<file path="config.mk">
export PLATFORM = sky130hd
export DESIGN_NAME = rpi_pulse_ind
export DESIGN_NICKNAME = d
export VERILOG_FILES = /design/src/hdl/rpi_duty_map.v /design/src/hdl/rpi_pulse_ind.v
export VERILOG_INCLUDE_DIRS = /design/src /design/src/hdl
export SDC_FILE = /design/constraint.sdc
export NUM_CORES = 1
export LEC_CHECK = 0
export BUFFER_PORTS_ARGS = -buffer_cell sky130_fd_sc_hd__buf_4
export CAP_MARGIN = 10
export CORE_ASPECT_RATIO = 1.25
export CORE_UTILIZATION = 67
export CTS_BUF_LIST = sky130_fd_sc_hd__clkbuf_16
export DETAILED_ROUTE_END_ITERATION = 8
export PLACE_DENSITY = 0.92
export SLEW_MARGIN = 5
export SYNTH_ARGS = -nofsm -noshare
export SYNTH_HDL_FRONTEND = slang
export SYNTH_HIERARCHICAL = 1
export SYNTH_SLANG_ARGS = --single-unit
export TNS_END_PERCENT = 100
</file>
<file path="constraint.sdc">
create_clock -name core_clk -period 5.3 [get_ports core_clk]
set_input_delay 0.53 -clock core_clk [delete_from_list [all_inputs] [get_ports core_clk]]
set_output_delay 0.53 -clock core_clk [all_outputs]
set_load 0.1 [all_outputs]
</file>
<file path="src/hdl/rpi_regs.vh">
// Constants for the signal-strength pulse indicator
`ifndef RPI_REGS_VH
`define RPI_REGS_VH
// ****************************************
// Timing
// ****************************************
`define RPI_CLK_HZ 100000000
`define RPI_STEP_NS 208000
`define RPI_STEP_CYC 20800
`define RPI_STEPS 40
`define RPI_MAX_STEPS 6'h26
`define RPI_MS_CYC 100000
`define RPI_HOLD_UNIT_MS 100
// ****************************************
// Hold setting
// ****************************************
`define RPI_HOLD_CMD 8'h22
`define RPI_HOLD_MAX 8'h7f
`define RPI_HOLD_PERM 8'hff
`define RPI_HOLD_RESET 8'h00
// ****************************************
// Signal level
// ****************************************
`define RPI_LVL_MIN 8'h06
`define RPI_LVL_MAX 8'h36
`define RPI_SENS_LVL 8'h06
`endif

</file>
<file path="src/hdl/rpi_duty_map.v">
// Signal level to duty step mapping
`timescale 1ns/1ps
module rpi_duty_map (
   // Level in
   input wire [7:0] level,
   // Steps out
   output reg [5:0] steps
);
`include "rpi_regs.vh"
   reg [7:0] margin;
   reg [9:0] num;
   reg [9:0] raw;
   always @* begin
      margin = 8'h00;
      num = 10'h000;
      raw = 10'h000;
      steps = 6'h00;
      // RL4 zero at sensitivity
      if (level > `RPI_SENS_LVL) begin
         margin = level - `RPI_SENS_LVL;
         // RL5 RL16 linear map
         // Steps = 13 + 0.6*dB, rounded: 10dB->19, 20dB->25, 30dB->31
         num = 10'd130 + {2'b00, margin} * 10'd6 + 10'd5;
         raw = num / 10'd10;
         // RL3 cap at 95 percent
         if (raw > `RPI_MAX_STEPS)
            steps = `RPI_MAX_STEPS;
         else
            steps = raw[5:0];
      end
   end
endmodule // rpi_duty_map

</file>
<file path="src/hdl/rpi_pulse_ind.v">
// Signal-strength pulse width indicator
// Behaviour
// RL1 - The pulse period is fixed at 8.32 ms between rising edges.
// RL2 - The high time is set in 40 steps of 0.208 ms each.
// RL3 - Duty is limited to between zero and 95 percent.
// RL4 - Duty is zero when the level is at or below sensitivity.
// RL5 - Duty is 47.5, 62.5 and 77.5 percent at 10, 20 and 30 dB margin.
// RL6 - The hold setting spans 0 to 0x7f in 100 ms units, 0 disables output.
// RL7 - A non-zero hold keeps the last packet duty active for the hold time.
// RL8 - When the hold expires without a packet the output stays low until one arrives.
// RL9 - The output is low at zero duty right after power-up.
// RL10 - Hold 0xff never times out and always shows the last packet.
// RL11 - The shared pin is an input at power-on and is sampled for command mode.
// RL12 - With non-zero hold the pin then becomes an output driven low until a packet.
// RL13 - The pin stays an input for hold-setting milliseconds after power-up.
// RL14 - The hold setting is read or written by command 0x22, a read gives one byte.
// RL15 - The packet level ranges 0x06 to 0x36, larger is stronger.
// RL16 - Between table points duty is linear near 1.5 percent per dB, capped.

`timescale 1ns/1ps
`include "rpi_regs.vh"

module rpi_pulse_ind #(
   parameter STEP_CYC = `RPI_STEP_CYC,
   parameter MS_CYC = `RPI_MS_CYC
) (
   // Clock and reset
   input wire core_clk,
   input wire rstn,
   // Command port
   input wire cmd_valid,
   input wire [7:0] cmd_code,
   input wire cmd_write,
   input wire [7:0] cmd_wdata,
   output reg rsp_valid,
   output reg [7:0] rsp_data,
   // Packet report
   input wire pkt_valid,
   input wire [7:0] pkt_level,
   // Shared pin
   input wire cfg_pin_i,
   output reg cfg_pin_o,
   output reg cfg_pin_oe,
   // Power-up sample
   output reg cmd_mode_req,
   output reg boot_done
);

   localparam ST_BOOT = 2'd0;
   localparam ST_IDLE = 2'd1;
   localparam ST_RUN = 2'd2;
   localparam ST_OFF = 2'd3;

   reg [1:0] st_q;
   reg [7:0] hold_q;
   reg [5:0] duty_q;
   reg [5:0] frame_q;
   reg [16:0] ms_cnt_q;
   reg [7:0] ms_q;
   reg [6:0] tenth_q;
   reg [31:0] step_cnt_q;
   reg [5:0] phase_q;

   wire [5:0] map_steps;
   wire step_tick;
   wire frame_end;
   wire ms_tick;
   wire [7:0] hold_in;

   // ****************************************
   // Level mapping
   // ****************************************
   rpi_duty_map u_map (
      .level(pkt_level),
      .steps(map_steps)
   );

   assign step_tick = (step_cnt_q == STEP_CYC - 1);
   // RL1 last frame step
   assign frame_end = step_tick && (phase_q == `RPI_STEPS - 1);
   assign ms_tick = (ms_cnt_q == MS_CYC[16:0] - 17'h00001);

   // RL6 RL10 legal hold values
   assign hold_in = (cmd_wdata == `RPI_HOLD_PERM || cmd_wdata <= `RPI_HOLD_MAX) ?
      cmd_wdata : `RPI_HOLD_MAX;

   // ****************************************
   // Command port
   // ****************************************
   always @(posedge core_clk or negedge rstn) begin
      if (!rstn) begin
         hold_q <= `RPI_HOLD_RESET;
         rsp_valid <= 1'b0;
         rsp_data <= 8'h00;
      end else begin
         rsp_valid <= 1'b0;
         // RL14 hold command access
         if (cmd_valid && cmd_code == `RPI_HOLD_CMD) begin
            rsp_valid <= 1'b1;
            if (cmd_write) begin
               hold_q <= hold_in;
               rsp_data <= hold_in;
            end else begin
               rsp_data <= hold_q;
            end
         end
      end
   end

   // ****************************************
   // Timebases
   // ****************************************
   always @(posedge core_clk or negedge rstn) begin
      if (!rstn) begin
         ms_cnt_q <= 17'h00000;
         step_cnt_q <= 32'h00000000;
         phase_q <= 6'h00;
      end else begin
         ms_cnt_q <= ms_tick ? 17'h00000 : ms_cnt_q + 17'h00001;
         // RL1 RL2 period of 40 steps
         if (step_tick) begin
            step_cnt_q <= 32'h00000000;
            phase_q <= (phase_q == `RPI_STEPS - 1) ? 6'h00 : phase_q + 6'h01;
         end else begin
            step_cnt_q <= step_cnt_q + 32'h00000001;
         end
      end
   end

   // ****************************************
   // Frame latch
   // ****************************************
   always @(posedge core_clk or negedge rstn) begin
      if (!rstn) begin
         frame_q <= 6'h00;
      end else begin
         // RL1 new duty at frame start
         if (frame_end) begin
            frame_q <= (st_q == ST_RUN) ? duty_q : 6'h00;
         end
      end
   end

   // ****************************************
   // Control
   // ****************************************
   always @(posedge core_clk or negedge rstn) begin
      if (!rstn) begin
         st_q <= ST_BOOT;
         ms_q <= 8'h00;
         tenth_q <= 7'h00;
         duty_q <= 6'h00;
         cfg_pin_o <= 1'b0;
         cfg_pin_oe <= 1'b0;
         cmd_mode_req <= 1'b0;
         boot_done <= 1'b0;
      end else begin
         case (st_q)
            ST_BOOT: begin
               // RL11 sample pin as input
               cfg_pin_oe <= 1'b0;
               if (!boot_done) begin
                  cmd_mode_req <= cfg_pin_i;
                  boot_done <= 1'b1;
               end

               // RL13 stay input hold ms
               if (boot_done && ms_tick && ms_q != 8'hff) begin
                  ms_q <= ms_q + 8'h01;
               end
               if (boot_done && hold_q != 8'h00 && ms_q >= hold_q) begin
                  // RL12 convert to low output
                  st_q <= ST_IDLE;
                  cfg_pin_oe <= 1'b1;
                  cfg_pin_o <= 1'b0;
               end
            end

            ST_IDLE, ST_RUN, ST_OFF: begin
               // RL9 low until packet
               cfg_pin_oe <= 1'b1;
               if (pkt_valid) begin
                  // RL15 latest packet duty
                  duty_q <= map_steps;
                  st_q <= ST_RUN;
                  ms_q <= 8'h00;
                  tenth_q <= 7'h00;
               end else if (st_q == ST_RUN && hold_q != `RPI_HOLD_PERM) begin
                  // RL7 hold timer
                  if (ms_tick) begin
                     if (ms_q == `RPI_HOLD_UNIT_MS - 1) begin
                        ms_q <= 8'h00;
                        tenth_q <= tenth_q + 7'h01;
                     end else begin
                        ms_q <= ms_q + 8'h01;
                     end
                  end
                  // RL8 expire to constant low
                  if ({1'b0, tenth_q} >= hold_q) begin
                     st_q <= ST_OFF;
                     duty_q <= 6'h00;
                  end
               end

               // RL6 zero hold disables output
               if (hold_q == 8'h00) begin
                  st_q <= ST_OFF;
                  duty_q <= 6'h00;
               end

               // RL3 RL4 high for duty steps
               cfg_pin_o <= (phase_q < frame_q);
            end

            default: begin
               st_q <= ST_BOOT;
            end
         endcase
      end
   end
endmodule // rpi_pulse_ind

</file>
==> results of run 1 <==
-- cell type report --
class                      count  share of cell area, %
inverter                      29                   1.39
sequential                    97                   30.9
multi-input combinational    611                   56.3
clock inverter                 7                   1.10
tap                          129                   2.05
timing repair buffer          57                   5.41
clock buffer                   9                   2.87
-- per-stage QoR --
| stage | cells | hold slack, ns |
|---|---|---|
| after floorplan | 763 | 0.234 |
| after global placement | 922 | 0.459 |
| after detailed placement | 922 | 0.463 |
| after CTS | 938 | 0.123 |
| after global routing | 939 | 0.142 |
| final | 939 | 0.105 |
-- per-layer routing --
metal	GRT usage, %	vias up
li1	-	2945
met4	14.7	0
met3	4.97	66
met5	0	-
met1	38.3	3115
met2	59.8	258
-- sequential cells by signal, indices dropped and copies added (netlist names), 2 cells and up --
signal / count
phase_q: 6
hold_q: 8
frame_q: 6
tenth_q: 7
st_q: 2
ms_q: 8
step_cnt_q: 32
ms_cnt_q: 17
duty_q: 6
-- cells in the mapped netlist, types with 5 or more instances --
cell type,n,area share [%]
nor3b_1,5,0.53
nor3_1,31,2.2
o21ai_1,7,0.50
o31ai_1,7,0.74
a21oi_1,34,2.4
nand2b_1,10,0.89
nor2_1,57,3.0
buf_2,5,0.35
nor4_1,12,1.1
o21ai_0,28,2.0
a22o_1,6,0.74
or3_1,8,0.71
nor2b_1,8,0.71
nand4_1,20,1.8
a31oi_1,8,0.71
ha_1,37,6.6
inv_1,29,1.5
nand3_1,37,2.6
or4_1,6,0.64
xor2_1,24,3.0
and3_1,10,0.89
nand2_1,61,3.2
o22ai_1,5,0.44
a211oi_1,11,1.2
a21o_1,5,0.53
xnor2_1,38,4.7
mux2i_1,12,1.7
dfrtp_1,97,34
and2_1,6,0.53
clkbuf_1,16,0.85
and4_1,6,0.74
-- what timing repair did --
action	in CTS	in global routing
endpoints found under the setup margin	0	1
hold buffers	0	0
gates resized for setup	0	4
-- logic make-up (layout without fill, tap and decap cells) --
kind of cell	Yosys count	count (layout)
muxes	18	18
and+or+nand+nor	308	308
buffers and inverters	55	102
DFF	97	97
AOI/OAI and AO/OA	180	180
adders and majority gates	38	38
xor gates and xnor gates	67	67
-- cell usage in the layout (no fill, tap or decap), types with 6 or more instances in the layout --
cell type,n
nor2_1,57
o31ai_1,7
nand2_1,61
xnor2_1,38
dfrtp_1,97
inv_1,29
clkbuf_16,9
a21oi_1,34
nor2b_1,8
nor3_1,31
o21ai_1,7
a211oi_1,10
nand2b_1,10
and3_1,10
a31oi_1,8
xor2_1,24
or4_1,6
and4_1,6
mux2i_1,12
buf_4,56
nand4_1,20
o21ai_0,28
nand3_1,37
a22o_1,6
or3_1,8
and2_1,6
nor4_1,12
ha_1,37
-- where the power goes --
part,leakage (µW),switching [µW],internal (µW)
clock network,0.000150,322,336
registers,0.00126,59.3,795
logic,0.00197,863,540
-- how the worst min path moves through the flow --
stage | start | to | cells after the start
after floorplan | rstn | boot_done$_DFFE_PN0N_ | 0
after detailed placement | step_cnt_q[4]$_DFF_PN0_ | step_cnt_q[4]$_DFF_PN0_ | 1
after CTS | rstn | step_cnt_q[10]$_DFF_PN0_ | 1
final | rstn | step_cnt_q[11]$_DFF_PN0_ | 1
after global placement | step_cnt_q[4]$_DFF_PN0_ | step_cnt_q[4]$_DFF_PN0_ | 1
after global routing | rstn | step_cnt_q[11]$_DFF_PN0_ | 1
==> impl_results.md, run 1 <==
- Outcome: completed
- M1 WL: 6990 µm
- Dpl hpwl: between 10,000 and 15,000 µm
- Post-CTS Setup Repair Bufs: 0
- CTS clk-pin slew, worst paths: 0.08 ns
- Detailed Route Iter0 Violations: ~610
- Detailed Route WL: approximately 18,000 µm
- Worst slack, placed: -0.0159 ns
- Worst VDD drop: 0.199 mV
- Simple-gate share of the synthesized area: 24.0%
- DR WL/cell: 18.9 µm
- Drt pass-1 iters: 7
- Adder-Cell Fraction of Synth Area: 6.70%
- Max incr delay on CP: 0.52 ns
- Drc violations: 0
- Share of cells above drive strength 1: 14.9%
- Max clock buf depth: 2
- Slew @ Worst Pin: 0.820 ns
- Clock Skew: 0.0152 ns
- FP Rows: 41
- Clock latency at the later pin of the worst-skew pair: 0.35 ns
- Die Ht: 117 µm
- Cell depth of the worst setup path: 20
- Seq/Total Area, Yosys: 34.4%
- Total Power: 2920 µW
- Clock Sinks: 97
- Initial antenna violation count: 0
- Slowest CP cell: ha_1
- Crit share post-route: between 90% and 100%
- Main combinational cell family by area after synthesis: simple AND/OR/NAND/NOR gates
- CTS root buf: clkbuf_16
- Largest net degree at the start of global routing: 66
- Post-synthesis compound-gate area fraction: about a fifth
- #FFs+latches synth: 97
- Via-per-instance ratio: 6.80
- Highest routed layer: met4
- Die area: 11,000 µm²
- Main synth FF type: dfrtp_1
- CTS tree: built
- Synth async-reset ratio: 100%
- Critical Path RT: 5.54 ns
- # diodes: 0
- Final core utilization: 77.4%
- Max-slew headroom: between 40% and 50%
- Worst flop-to-flop path endpoint: ms_q[2]$_DFFE_PN0P_
- Antenna Nets Post-Route: 0
- Vias: 6,384
- Final setup violation count: 0
- Starting Density: a little over two thirds
- Total placed instance area: 7510 µm²
- Total gr overflow: 0
- Setup TNS: 0 ns
- First-pass GRT wire length: 28,800 µm
- CP bufs+invs: 4
- Synthesized area per cell: between 9 and 10 µm²
- Max_cap viols: 0
- Crit path cell chain: buf_4 > inv_1 > ha_1 > inv_1 > ha_1 > a21oi_1 > o22ai_2 > nand2_1 > a32o_2 > or2_1 > xnor2_2 > mux2_4 > nor2_4 > a221oi_2 > o311ai_2 > buf_4 > mux2i_1 > nand2_1 > nor4b_2 > a22o_1
- Syn_nets: 830
- Yosys cell types: between 90 and 100
- P per Cell Area: roughly 370 nW/µm²
- Setup ws final: 0.293 ns
- CP arrival: ~5.2 ns
- CTS H-tree lvls: 3
- Multi-input logic area: 4420 µm²
- Mapped Cells: 763
- Routed length on met2: between 9000 and 10,000 µm
- CP Class: in2reg
- Die width: 93.8 µm
- CP max FO: 16
- Largest delay contributor family on the critical path: compound AO/OA/AOI/OAI gates
- Post-synthesis mux area share: 2.87%
- Leak: ~0.0034 µW
- Fillers: 634
- Worst Setup EP: duty_q[0]$_DFFE_PN0P_
- Met3 Wirelength: 865 µm
- Crit end category: flop
- Ys Warns: 6
- FF+latch area: 2430 µm²
- Final hold vios: 0
- Port-buffer cells: 42
- Post-synth EDFFs: 0
- Min Tclk post-route: between 5 and 6 ns
- Core area: between 10,000 and 15,000 µm²
- CP startpoint: pkt_level[1]
- R2R Setup Slk: around 2.7 ns
- Num CTS Buffers: 9
- Max-slew violation count: 0
- Mapped Area: 7060 µm²
- Final net count: 872
- Layout Area Growth over Synthesis: 11.3%
- Number of global-route vias before repair: 6,142
- RePlAce Congestion: ~0.93
- Reg-to-Reg Start: ms_cnt_q[0]$_DFF_PN0_
- Crit path launch type: primary input
- Top-Level Pins: 43
- HP Class: in2async
- Design Area, Final: 7860 µm²
- Xor/xnor cell area share of the yosys netlist: 8.84%
- GR Util All Layers: 32.9%
- F_max: between 0.15 and 0.2 GHz
- Reg2Reg Depth: 6
No activity file was read; power rests on OpenSTA's default activity.
==> run 2: changes to the inputs <==
--- a/config.mk
+++ b/config.mk
@@ -13,7 +13,7 @@
 export CTS_BUF_LIST = sky130_fd_sc_hd__clkbuf_16
 export DETAILED_ROUTE_END_ITERATION = 8
 export PLACE_DENSITY = 0.92
-export SLEW_MARGIN = 5
+export RECOVER_POWER = 50
 export SYNTH_ARGS = -nofsm -noshare
 export SYNTH_HDL_FRONTEND = slang
 export SYNTH_HIERARCHICAL = 1
==> impl_results.md, run 2 (synthesis results as in run 1) <==
- CTS tree: built
- Hold_buf cts: 0
- Top flop regs: step_cnt_q: 32 flops, ms_cnt_q: 17 flops
- GR Util All Layers: 32.9%
- Final net count: 872
- CP max FO: 16
- Outcome: finished with violations
- CTS H-tree lvls: 3
- Core area: around 10,000 µm²
- Max clock buf depth: 2
- Crit path launch type: primary input
- Clock Skew: 0.0150 ns
- Setup TNS: 0 ns
- Setup ws final: 0.287 ns
- Num CTS Buffers: 9
- Max incr delay on CP: 0.52 ns
- Die Ht: 117 µm
- Hold EP: cmd_mode_req$_DFFE_PN0P_
- Clock Sinks: 97
- Total Power: 2910 µW
- FP Rows: 41
- Hold path cells: 2
- Initial antenna violation count: 0
- Slowest CP cell: ha_1
- Commonest non-fill, non-tap cell in the layout: dfrtp_1
- Number of global-route vias before repair: around 6,100
- CTS root buf: clkbuf_16
- Port-buffer cells: 42
- Crit end category: flop
- R2R Setup Slk: 2.67 ns
- Reg-to-Reg Start: ms_cnt_q[0]$_DFF_PN0_
- HP Class: in2reg
- CTS clk-pin slew, worst paths: around 0.080 ns
- Worst flop-to-flop path endpoint: ms_q[2]$_DFFE_PN0P_
- Detailed Route WL: 17,800 µm
- Failing checks: capacitance limit, slew limit
- CP arrival: 5.25 ns
- Worst slack, placed: -0.0159 ns
- Drc violations: 0
- Share of cells above drive strength 1: 14.8%
- Critical Path RT: 5.53 ns
- RePlAce Congestion: 0.932
- Post-cts sizing count: 0
- Starting Density: approximately 70%
- Vias: 6,402
- Slew @ Worst Pin: 1.76 ns
- Final setup violation count: 0
- First-pass GRT wire length: 28,800 µm
- Largest delay contributor family on the critical path: compound AO/OA/AOI/OAI gates
- Largest register FFs: 32
- Most frequent cells in the layout: dfrtp_1, nand2_1, nor2_1, buf_4, xnor2_1
- Leak: 0.00338 µW
- Final core utilization: around 77%
- Antenna Nets Post-Route: 0
- Hold Crit Start: cfg_pin_i
- Top reg by flops: step_cnt_q
- Final hold vios: 0
- DR WL/cell: 18.9 µm
- CP Class: in2reg
- Max_cap viols: 2
- Via-per-instance ratio: 6.82
- Detailed Route Iter0 Violations: 612
- Drt pass-1 iters: 5
- Max-slew violation count: 100
- Largest net degree at the start of global routing: 66
- Dpl hpwl: between 10,000 and 15,000 µm
- Crit share post-route: a little over nine tenths
- Crit path cell chain: buf_4 > inv_1 > ha_1 > inv_1 > ha_1 > a21oi_1 > o22ai_2 > nand2_1 > a32o_2 > or2_1 > xnor2_2 > mux2_4 > nor2_4 > a221oi_2 > o311ai_2 > buf_4 > mux2i_1 > nand2_1 > nor4b_2 > a22o_1
- Worst VDD drop: 0.198 mV
- Die width: 93.8 µm
- Die area: 11,000 µm²
- F_max: 0.199 GHz
- Total gr overflow: 0
- Reg2Reg Depth: 6
- # diodes: 0
- Max-slew headroom: -17.6%
- Clock latency at the later pin of the worst-skew pair: about 0.35 ns
- Post-CTS Setup Repair Bufs: 0
- Top-Level Pins: 43
- Layout Area Growth over Synthesis: 11.2%
- CP bufs+invs: 4
- P per Cell Area: 371 nW/µm²
- Min Tclk post-route: 5.01 ns
==> run 2: where the power goes <==
| part | internal (µW) | switching, µW |
|---|---|---|
| logic | 539 | 862 |
| registers | 795 | 59.5 |
| clock network | 336 | 321 |
==> run 2: layer usage <==
layer	GRT usage, %	vias up	share of wire (%)
met3	4.97	65	5.0
li1	-	2945	-
met5	0	-	0
met1	38.3	3125	39
met2	59.8	267	53
met4	14.7	0	3.1
==> run 2: through the flow <==
| step | std cells | hold slack [ns] | instance area [µm²] |
|---|---|---|---|
| after global routing | 939 | 0.431 | 7850 |
| after floorplan | 763 | 0.234 | 7060 |
| after CTS | 938 | 0.123 | 7820 |
| after global placement | 922 | 0.459 | 7510 |
| final | 939 | 0.421 | 7850 |
| after detailed placement | 922 | 0.463 | 7510 |
==> run 2: worst register-to-register path, stage by stage (launching register included) <==
cell,delay (ns)
dfrtp_1,0.42
ha_1,0.27
nand4_1,0.27
nor4_4,0.63
nor2_1,0.34
or4_1,0.48
a21oi_1,0.16
==> run 2: worst max-delay path by stage <==
stage / start / end / slack [ns] / depth (start not counted)
2_1_floorplan: pkt_level[4] / duty_q[0]$_DFFE_PN0P_ / 0.47 / 19
3_3_place_gp: pkt_level[1] / duty_q[0]$_DFFE_PN0P_ / 0.24 / 20
3_5_place_dp: pkt_level[4] / duty_q[0]$_DFFE_PN0P_ / -0.02 / 21
4_1_cts: pkt_level[4] / duty_q[0]$_DFFE_PN0P_ / 0.32 / 21
5_1_grt: pkt_level[1] / duty_q[0]$_DFFE_PN0P_ / -0.007 / 19
6_report: pkt_level[1] / duty_q[0]$_DFFE_PN0P_ / 0.29 / 20
==> run 2: final cells by class <==
| class | count | area, µm² |
|---|---|---|
| tap | 129 | 161 |
| sequential | 97 | 2430 |
| timing repair buffer | 57 | 419 |
| inverter | 29 | 109 |
| clock buffer | 9 | 225 |
| clock inverter | 7 | 86.3 |
| multi-input combinational | 611 | 4420 |
| fill | 633 | 2310 |
